$ cat src/tcc_pkg.sv
// Notes on behaviour
// - A register read-write match, B read-only capture
// - reset loads A and B with all ones
// - control defined bits reset to zero, stopped
// - timer, event counter and capture modes
// - one mode bit: timer/event or capture
// - codes 000-110 pick high clock taps 2^13..2^7
// - code 111 counts the external count pin in timer/event mode
// - low-speed select or slow: low clock taps for codes 000-100
// - stop-mode entry clears run bit automatically
// - control bits 5 and 7 read don't-care
// - timer mode increments per tick, restarts zero
// - match raises interrupt and clears counter
// - auto-capture copies live count into B
// - zero after match clear not captured
// - event mode counts rising, matches on falling
// - capture mode: fall to B, rise to A
package tcc_pkg;
	localparam logic [7:0] OFF_A = 8'h10;
	localparam logic [7:0] OFF_B = 8'h11;
	localparam logic [7:0] OFF_CTRL = 8'h12;
	localparam logic [7:0] DATA_RESET = 8'hff;
	localparam logic [7:0] CTRL_RESET = 8'h00;
	localparam logic [7:0] CTRL_WMASK = 8'h5f;
	localparam int BIT_AUTO_CAPTURE_ENABLE = 6;
	localparam int BIT_RUN = 4;
	localparam int BIT_CK_LO = 1;
	localparam int BIT_MODE = 0;
	localparam logic [2:0] CK_EXT = 3'h7;
	localparam int PRE_W = 14;
	localparam logic [1:0] RESP_OKAY = 2'h0;
	localparam logic [1:0] RESP_SLVERR = 2'h2;
	typedef struct packed {
		logic auto_capture_enable;
		logic run;
		logic [2:0] ck;
		logic mode;
	} tcc_ctrl_t;
endpackage

$ cat src/tcc_tick_sel.sv
`timescale 1ns/100ps
// source clock tap selection, one pulse per selected tick
module tcc_tick_sel (
	input wire logic aclk, // system clock
	input wire logic aresetn, // sync reset, active low
	input wire logic [2:0] ck, // source clock select code
	input wire logic low_sel, // low-speed prescale select or slow mode
	input wire logic [13:0] hi_div, // high clock prescaler taps
	input wire logic [5:0] lo_div, // low clock prescaler taps
	output logic tick // registered tick pulse
);
	logic [13:0] hi_q;
	logic [5:0] lo_q;
	logic lvl;
	logic lvl_q;
	// pick the tap level for the code; codes 101/110 stay high-clock taps
	always_comb begin
		lvl = 1'b0;
		if (low_sel && ck <= 3'h4) begin
			lvl = lo_q[3'h4 - ck];
		end else if (ck != tcc_pkg::CK_EXT) begin
			lvl = hi_q[4'hc - {1'b0, ck}];
		end
	end
	// rising edge of the tap gives a tick
	always_ff @(posedge aclk) begin
		if (!aresetn) begin
			hi_q <= '0;
			lo_q <= '0;
			lvl_q <= 1'b0;
			tick <= 1'b0;
		end else begin
			hi_q <= hi_div;
			lo_q <= lo_div;
			// compare with the level one cycle earlier, so each tap rise gives one tick
			lvl_q <= lvl;
			tick <= lvl & ~lvl_q;
		end
	end
	a_tick_ext_none: assert property (@(posedge aclk) disable iff (!aresetn)
		(ck == tcc_pkg::CK_EXT) [*2] |-> !tick) else $error("tick on external code");
endmodule

$ cat src/tcc_timer.sv
`timescale 1ns/100ps
module tcc_timer (
	input wire logic aclk, // system clock
	input wire logic aresetn, // sync reset, active low
	input wire logic [31:0] s_axi_awaddr, // write address
	input wire logic s_axi_awvalid, // write address valid
	output logic s_axi_awready, // write address ready
	input wire logic [31:0] s_axi_wdata, // write data
	input wire logic [3:0] s_axi_wstrb, // write strobes
	input wire logic s_axi_wvalid, // write data valid
	output logic s_axi_wready, // write data ready
	output logic [1:0] s_axi_bresp, // write response
	output logic s_axi_bvalid, // write response valid
	input wire logic s_axi_bready, // write response ready
	input wire logic [31:0] s_axi_araddr, // read address
	input wire logic s_axi_arvalid, // read address valid
	output logic s_axi_arready, // read address ready
	output logic [31:0] s_axi_rdata, // read data
	output logic [1:0] s_axi_rresp, // read response
	output logic s_axi_rvalid, // read valid
	input wire logic s_axi_rready, // read ready
	input wire logic [13:0] high_freq_div, // high clock prescaler taps
	input wire logic [5:0] low_freq_div, // low clock prescaler taps
	input wire logic low_speed_prescale_select, // low clock taps for codes 000-100 in normal mode
	input wire logic slow_mode, // chip in slow or sleep mode
	input wire logic stop_mode_entry, // pulse on entry to stop mode
	input wire logic count_input_pin, // external count / capture input
	output logic match_interrupt // one-cycle interrupt request pulse
);
	logic [7:0] match_capture_a_reg;
	logic [7:0] capture_b_reg;
	tcc_pkg::tcc_ctrl_t ctrl_reg;
	logic [7:0] count_reg;
	logic [7:0] count_next;
	logic pin_q_reg;
	logic cap_first_reg;
	logic ovf_hold_reg;
	logic zero_after_clr_reg;
	logic match_pend_reg;
	logic tick;
	logic pin_rise;
	logic pin_fall;
	logic aw_hold_reg;
	logic w_hold_reg;
	logic [7:0] awaddr_reg;
	logic [7:0] wdata_reg;
	logic wstrb0_reg;
	logic wr_go;
	logic wr_a;
	logic wr_ctrl;
	logic rd_a;

	function automatic logic mapped(input logic [7:0] a);
		mapped = (a == tcc_pkg::OFF_A) || (a == tcc_pkg::OFF_B) || (a == tcc_pkg::OFF_CTRL);
	endfunction

	////////////////////////////////////////////////////////////////////////////////
	// write channel: address and data taken in either order, response after both
	always_ff @(posedge aclk) begin
		if (!aresetn) begin
			aw_hold_reg <= 1'b0;
			w_hold_reg <= 1'b0;
			awaddr_reg <= '0;
			wdata_reg <= '0;
			wstrb0_reg <= 1'b0;
			s_axi_awready <= 1'b0;
			s_axi_wready <= 1'b0;
			s_axi_bvalid <= 1'b0;
			s_axi_bresp <= tcc_pkg::RESP_OKAY;
		end else begin
			s_axi_awready <= !aw_hold_reg && !s_axi_awready && !s_axi_bvalid;
			s_axi_wready <= !w_hold_reg && !s_axi_wready && !s_axi_bvalid;
			if (s_axi_awvalid && s_axi_awready) begin
				aw_hold_reg <= 1'b1;
				awaddr_reg <= s_axi_awaddr[9:2];
				s_axi_awready <= 1'b0;
			end
			if (s_axi_wvalid && s_axi_wready) begin
				w_hold_reg <= 1'b1;
				wdata_reg <= s_axi_wdata[7:0];
				wstrb0_reg <= s_axi_wstrb[0];
				s_axi_wready <= 1'b0;
			end
			if (wr_go) begin
				aw_hold_reg <= 1'b0;
				w_hold_reg <= 1'b0;
				s_axi_bvalid <= 1'b1;
				s_axi_bresp <= mapped(awaddr_reg) ? tcc_pkg::RESP_OKAY : tcc_pkg::RESP_SLVERR;
			end else if (s_axi_bvalid && s_axi_bready) begin
				s_axi_bvalid <= 1'b0;
			end
		end
	end
	assign wr_go = aw_hold_reg && w_hold_reg && !s_axi_bvalid;
	assign wr_a = wr_go && wstrb0_reg && awaddr_reg == tcc_pkg::OFF_A;
	assign wr_ctrl = wr_go && wstrb0_reg && awaddr_reg == tcc_pkg::OFF_CTRL;

	////////////////////////////////////////////////////////////////////////////////
	// read channel; byte address is four times the printed offset
	always_ff @(posedge aclk) begin
		if (!aresetn) begin
			s_axi_arready <= 1'b0;
			s_axi_rvalid <= 1'b0;
			s_axi_rdata <= '0;
			s_axi_rresp <= tcc_pkg::RESP_OKAY;
		end else begin
			s_axi_arready <= !s_axi_arready && !s_axi_rvalid;
			if (s_axi_arvalid && s_axi_arready) begin
				s_axi_arready <= 1'b0;
				s_axi_rvalid <= 1'b1;
				s_axi_rresp <= mapped(s_axi_araddr[9:2]) ? tcc_pkg::RESP_OKAY
					: tcc_pkg::RESP_SLVERR;
				case (s_axi_araddr[9:2])
					tcc_pkg::OFF_A: s_axi_rdata <= {24'h0, match_capture_a_reg};
					tcc_pkg::OFF_B: s_axi_rdata <= {24'h0, capture_b_reg};
					// bits 5 and 7 read as zero, a legal don't-care value
					tcc_pkg::OFF_CTRL: s_axi_rdata <= {24'h0, 1'b0, ctrl_reg.auto_capture_enable, 1'b0,
						ctrl_reg.run, ctrl_reg.ck, ctrl_reg.mode};
					default: s_axi_rdata <= '0;
				endcase
			end else if (s_axi_rvalid && s_axi_rready) begin
				s_axi_rvalid <= 1'b0;
			end
		end
	end
	assign rd_a = s_axi_arvalid && s_axi_arready && s_axi_araddr[9:2] == tcc_pkg::OFF_A;

	////////////////////////////////////////////////////////////////////////////////
	// control register; stop mode entry drops the run bit
	always_ff @(posedge aclk) begin
		if (!aresetn) begin
			ctrl_reg <= tcc_pkg::tcc_ctrl_t'(tcc_pkg::CTRL_RESET[5:0]);
		end else if (wr_ctrl) begin
			// mode/source written while running are taken anyway; software keeps them still
			ctrl_reg.auto_capture_enable <= wdata_reg[tcc_pkg::BIT_AUTO_CAPTURE_ENABLE];
			ctrl_reg.run <= wdata_reg[tcc_pkg::BIT_RUN] && !stop_mode_entry;
			ctrl_reg.ck <= wdata_reg[tcc_pkg::BIT_CK_LO +: 3];
			ctrl_reg.mode <= wdata_reg[tcc_pkg::BIT_MODE];
		end else if (stop_mode_entry) begin
			ctrl_reg.run <= 1'b0;
		end
	end

	////////////////////////////////////////////////////////////////////////////////
	// tick source and pin edges
	tcc_tick_sel u_tick (
		.aclk(aclk),
		.aresetn(aresetn),
		.ck(ctrl_reg.ck),
		.low_sel(low_speed_prescale_select || slow_mode),
		.hi_div(high_freq_div),
		.lo_div(low_freq_div),
		.tick(tick)
	);

	always_ff @(posedge aclk) begin
		if (!aresetn) begin
			pin_q_reg <= 1'b0;
		end else begin
			pin_q_reg <= count_input_pin;
		end
	end
	assign pin_rise = count_input_pin && !pin_q_reg;
	assign pin_fall = !count_input_pin && pin_q_reg;

	////////////////////////////////////////////////////////////////////////////////
	// up-counter, match and capture state
	// event mode is code 111 in timer/event mode; match waits for the falling edge
	always_comb begin
		count_next = count_reg;
		if (!ctrl_reg.run) begin
			count_next = '0;
		end else if (ctrl_reg.mode) begin
			if (pin_rise && !ovf_hold_reg) begin
				count_next = '0;
			end else if (count_reg == 8'hff && tick && !ovf_hold_reg) begin
				count_next = '0;
			end else if (tick) begin
				count_next = count_reg + 8'h01;
			end
		end else if (ctrl_reg.ck == tcc_pkg::CK_EXT) begin
			if (pin_fall && match_pend_reg) begin
				count_next = '0;
			end else if (pin_rise && !match_pend_reg) begin
				count_next = count_reg + 8'h01;
			end
		end else if (tick) begin
			if (count_reg == match_capture_a_reg) begin
				count_next = '0;
			end else begin
				count_next = count_reg + 8'h01;
			end
		end
	end

	always_ff @(posedge aclk) begin
		if (!aresetn) begin
			count_reg <= '0;
		end else begin
			count_reg <= count_next;
		end
	end

	// event mode: a match seen after a rising edge is flagged until the falling edge
	always_ff @(posedge aclk) begin
		if (!aresetn) begin
			match_pend_reg <= 1'b0;
		end else if (!ctrl_reg.run || ctrl_reg.mode || ctrl_reg.ck != tcc_pkg::CK_EXT) begin
			match_pend_reg <= 1'b0;
		end else if (pin_fall && match_pend_reg) begin
			match_pend_reg <= 1'b0;
		end else if (count_reg == match_capture_a_reg && count_reg != 8'h00) begin
			match_pend_reg <= 1'b1;
		end
	end

	// interrupt pulse: timer match, event match on fall, capture rise or overflow
	always_ff @(posedge aclk) begin
		if (!aresetn) begin
			match_interrupt <= 1'b0;
		end else if (!ctrl_reg.run) begin
			match_interrupt <= 1'b0;
		end else if (ctrl_reg.mode) begin
			match_interrupt <= !ovf_hold_reg && (pin_rise || (tick && count_reg == 8'hff));
		end else if (ctrl_reg.ck == tcc_pkg::CK_EXT) begin
			match_interrupt <= pin_fall && match_pend_reg;
		end else begin
			match_interrupt <= tick && count_reg == match_capture_a_reg;
		end
	end

	// the cleared zero after a match is not copied by auto-capture
	always_ff @(posedge aclk) begin
		if (!aresetn) begin
			zero_after_clr_reg <= 1'b0;
		end else if (count_next == 8'h00 && count_reg != 8'h00) begin
			zero_after_clr_reg <= 1'b1;
		end else if (count_next != 8'h00) begin
			zero_after_clr_reg <= 1'b0;
		end
	end

	// capture mode first-edge and overflow hold state; reading A releases the hold
	always_ff @(posedge aclk) begin
		if (!aresetn || !ctrl_reg.run || !ctrl_reg.mode) begin
			cap_first_reg <= 1'b1;
			ovf_hold_reg <= 1'b0;
		end else begin
			if (pin_fall || pin_rise) begin
				cap_first_reg <= 1'b0;
			end
			if (rd_a) begin
				ovf_hold_reg <= 1'b0;
			end else if (tick && count_reg == 8'hff && !pin_rise && !ovf_hold_reg) begin
				ovf_hold_reg <= 1'b1;
			end
		end
	end

	////////////////////////////////////////////////////////////////////////////////
	// data registers A and B
	always_ff @(posedge aclk) begin
		if (!aresetn) begin
			match_capture_a_reg <= tcc_pkg::DATA_RESET;
		end else if (ctrl_reg.run && ctrl_reg.mode && !ovf_hold_reg && pin_rise) begin
			match_capture_a_reg <= count_reg;
		end else if (ctrl_reg.run && ctrl_reg.mode && !ovf_hold_reg && tick && count_reg == 8'hff) begin
			match_capture_a_reg <= tcc_pkg::DATA_RESET;
		end else if (wr_a) begin
			match_capture_a_reg <= wdata_reg;
		end
	end

	always_ff @(posedge aclk) begin
		if (!aresetn) begin
			capture_b_reg <= tcc_pkg::DATA_RESET;
		end else if (ctrl_reg.run && ctrl_reg.mode) begin
			if (pin_fall && !ovf_hold_reg) begin
				capture_b_reg <= count_reg;
			end
		end else if (ctrl_reg.auto_capture_enable && !(count_reg == 8'h00 && zero_after_clr_reg)) begin
			capture_b_reg <= count_reg;
		end
	end

	a_stop_clears_run: assert property (@(posedge aclk) disable iff (!aresetn)
		stop_mode_entry |=> !ctrl_reg.run) else $error("run survived stop entry");
	a_run_off_zero: assert property (@(posedge aclk) disable iff (!aresetn)
		!ctrl_reg.run |=> count_reg == 8'h00) else $error("counter not cleared when stopped");
	a_timer_match_irq: assert property (@(posedge aclk) disable iff (!aresetn)
		(ctrl_reg.run && !ctrl_reg.mode && ctrl_reg.ck != tcc_pkg::CK_EXT && tick
		&& count_reg == match_capture_a_reg && !stop_mode_entry && !wr_ctrl)
		|=> match_interrupt && count_reg == 8'h00) else $error("timer match missed");
	a_timer_count_up: assert property (@(posedge aclk) disable iff (!aresetn)
		(ctrl_reg.run && !ctrl_reg.mode && ctrl_reg.ck != tcc_pkg::CK_EXT && tick
		&& count_reg != match_capture_a_reg && !stop_mode_entry && !wr_ctrl)
		|=> count_reg == $past(count_reg) + 8'h01) else $error("timer did not count");
	a_auto_capture_enable_no_zero: assert property (@(posedge aclk) disable iff (!aresetn)
		(!ctrl_reg.mode && zero_after_clr_reg && count_reg == 8'h00)
		|=> $stable(capture_b_reg)) else $error("cleared zero captured");
	a_auto_capture_enable_follows: assert property (@(posedge aclk) disable iff (!aresetn)
		(ctrl_reg.auto_capture_enable && !ctrl_reg.mode && count_reg != 8'h00)
		|=> capture_b_reg == $past(count_reg)) else $error("auto-capture lagging");
	a_ctrl_rsvd_zero: assert property (@(posedge aclk) disable iff (!aresetn)
		(s_axi_rvalid && !$past(s_axi_rvalid) && $past(s_axi_araddr[9:2]) == tcc_pkg::OFF_CTRL)
		|-> s_axi_rdata[7] == 1'b0 && s_axi_rdata[5] == 1'b0)
		else $error("reserved bits set");
	a_event_irq_fall: assert property (@(posedge aclk) disable iff (!aresetn)
		(match_interrupt && !ctrl_reg.mode && ctrl_reg.ck == tcc_pkg::CK_EXT)
		|-> $past(pin_fall)) else $error("event interrupt not on falling edge");
	a_capture_rise_a: assert property (@(posedge aclk) disable iff (!aresetn)
		(ctrl_reg.run && ctrl_reg.mode && !ovf_hold_reg && pin_rise && !stop_mode_entry && !wr_ctrl)
		|=> match_interrupt && match_capture_a_reg == $past(count_reg))
		else $error("capture rise mishandled");
endmodule

$ cat config.mk
export PLATFORM = sky130hd
export DESIGN_NAME = tcc_timer
export DESIGN_NICKNAME = d
export VERILOG_FILES = /design/src/tcc_pkg.sv /design/src/tcc_tick_sel.sv /design/src/tcc_timer.sv
export SDC_FILE = /design/constraint.sdc
export NUM_CORES = 1
export LEC_CHECK = 0
export ABC_AREA = 1
export CAP_MARGIN = 10
export CORE_UTILIZATION = 65
export CTS_BUF_LIST = sky130_fd_sc_hd__clkbuf_16
export DETAILED_ROUTE_END_ITERATION = 8
export DONT_BUFFER_PORTS = 1
export GPL_TIMING_DRIVEN = 0
export HOLD_SLACK_MARGIN = 0.12
export PLACE_DENSITY = 0.8
export SKIP_CTS_REPAIR_TIMING = 1
export SLEW_MARGIN = 10
export SYNTH_ARGS = -nofsm -noshare
export SYNTH_HDL_FRONTEND = slang
export SYNTH_SLANG_ARGS = --single-unit
$ cat constraint.sdc
create_clock -name aclk -period 4.5 [get_ports aclk]
set_input_delay 1.125 -clock aclk [delete_from_list [all_inputs] [get_ports aclk]]
set_output_delay 1.125 -clock aclk [all_outputs]
set_load 0.005 [all_outputs]
==> results.ini <==
[run_status]
status = complete, but fails checks
violations = DRC

[cts]
ctsHtreeMaxLevel = 3
cts_tree = done
numCtsBuffers = 9
cts_root_buf = clkbuf_16
clockBufferDepth = 2
clock_sink_count = 91
clk_latency_ps = 340
clk_pin_slew_ps = 70

[sta]
timing.fmax_mhz = 450
setup_violations = 0
finalWorstSetupSlack_ps = 2280
whs_ps = 397
clock_skew_ps = 7.86
tightest_slew_ps = 604
setup_tns_ps = 0
final.period_utilization_pct = 49.4
slew_headroom_pct = 59.7
rsz0062_at_grt = false
finalHoldViolations = 0
finalMaxSlewViolations = 0
period_needed_ps = 2220

[critical_path]
cp.required_ps = 4790
r2r_end = u_tick.tick
startpoint = s_axi_araddr[5]
crit_end = s_axi_rdata[7]
critPathLaunchType = input port
endpoint_kind = register
worstReg2RegStart = ctrl_reg[1]
critPathMaxFanout = 7
rr_worst_depth = 12
worstPathArrival_ps = 2510
r2r_slack_ps = 2330
path_class = in -> reg

[synthesis]
yosys.area.top_type = dfxtp_1
synth_xor_area_share_pct = 1.33
synth_edf_count = 0
ys_ff_latch = 91
synthTopCellsByCount = nand2_1, dfxtp_1, nor2_1, inv_1, o21ai_0
synth-compound-area-share_pct = 16.5
ys_seq_area_share_pct = 39.6
yosysTopAreaCellShare_pct = 39.6
synthFlopType = dfxtp_1
yosysWarnings = 0
synth_adder_area_share_pct = 1.36
async_flop_share_pct = 0
synth_top_family_by_area = simple AND/OR/NAND/NOR gates
syn_inst = 636
yosys-top-cells-area = dfxtp_1, nand2_1, nor2_1
synthSimpleGateAreaFrac_pct = 26.8
syn_area_per_cell_um2 = 7.24
synth.most_common_cell = nand2_1
mappedNetlistArea_mm2 = 0.00460
ys_types = 46
muxShareOfSynthArea_pct = 0

[layout]
final_cell_count_no_fill = 773
fin_nets = 808
antennaDiodeCount = 0
largest_reg_flops = 14
drive_gt1_share_pct = 13.4
syn_to_final_growth_pct = 11.5
post-route-util_pct = 75.1
regMostFlops = u_tick.hi_q

[die]
row_count = 30
io_pins = 173
dieArea_mm2 = 0.00742
floorplan.initialDensity_pct = 67.4
core-area_mm2 = 0.00683
die_h_um = 86.1
die_width_um = 86.1

[worst_hold_path]
hp-class = reg -> reg

[global_route]
grt_max_degree = 16
overflow = 0
grt_pass1_vias = 3714
antenna_found_initial = 0
grt_util_all_layers_pct = 30.8
grt_pass1_wl_mm = 17.5

[route]
ant_nets = 0
wl_per_cell_um = 14.5
drc_errors = 1
first_iter_violations = 299
vias_per_cell = 5.41
wirelength_mm = 11.2
vias = 4185
drtPass1Iterations = 8

[power]
powerDensity_mw_per_mm2 = 344
p_leak_uw = 0.00252
worst_ir_drop_vdd_uv = 260

[placement]
dp_slack_ps = 1980
place_congestion = 0.905
portBuffers = 0
dp_hpwl_mm = 8.10
dp.cells = 757

[flow_run]
maxCapViolCount = 0

## stage by stage
stage          total power (uW)  area, um^2
2_1_floorplan               951        4700
3_3_place_gp                971        4820
3_5_place_dp                975        4820
4_1_cts                    1770        5130
5_1_grt                    1820        5130
6_report                   1770        5130
## worst max-delay path: stages
cell	delay, ps
nor2_1	120
nand2_1	90
nor3_1	330
inv_1	230
nor2_1	290
nand2_1	90
nand3_1	110
nand2_1	50
inv_1	60
## layer usage
metal / up-vias / GRT usage, % / wire [um]
met1: 1869 / 39.0 / 4700
met4: 0 / 12.6 / 280
met5: - / 0 / 0
met3: 30 / 6.16 / 896
met2: 209 / 51.5 / 5320
li1: 2077 / - / -
## power by group
group,internal [uW],switching [uW]
Combinational,40.0,67.8
Sequential,834,18.2
Clock,487,320
## area by class of cell
| cell class | count | area (um^2) |
|---|---|---|
| plain buffers | 50 | 347 |
| clock buffers | 9 | 225 |
| clock inverters | 7 | 91.3 |
| fillers | 567 | 1700 |
| inverters | 84 | 315 |
| multi-input cells | 436 | 2210 |
| flip-flops and latches | 91 | 1820 |
| well taps | 96 | 120 |
## cell usage in the layout (no fill, tap or decap), types with 4 or more instances in the layout
cell type and count:
nand2_1 146, dfxtp_1 91, nor2_1 77, inv_1 74
o21ai_0 44, a21oi_1 32, buf_4 27, conb_1 26
nand3_1 23, clkbuf_1 12, o211ai_1 12, o221ai_1 11
inv_2 10, clkbuf_16 9, buf_6 5, ha_1 5
buf_2 4, nor4_1 4, a211oi_1 4, nand2_2 4
xor2_1 4
## worst min path at each step
stage                       startpoint           to  slack [ps]  depth (start not counted)
after global placement    u_tick.lvl_q  u_tick.tick         370                          1
after detailed placement  u_tick.lvl_q  u_tick.tick         380                          1
after floorplan           u_tick.lvl_q  u_tick.tick         370                          1
after global routing      u_tick.lvl_q  u_tick.tick         410                          1
after CTS                 u_tick.lvl_q  u_tick.tick         390                          1
final                     u_tick.lvl_q  u_tick.tick         400                          1
## logic make-up after synthesis
logic type               after synthesis
buffers and inverters                134
flip-flops                            91
AO/OA/AOI/OAI                        121
AND/OR/NAND/NOR                      277
XOR/XNOR                               7
adder cells (fa/ha/maj)                5
other                                  1
Note: power is estimated with default switching activity, not from simulation.
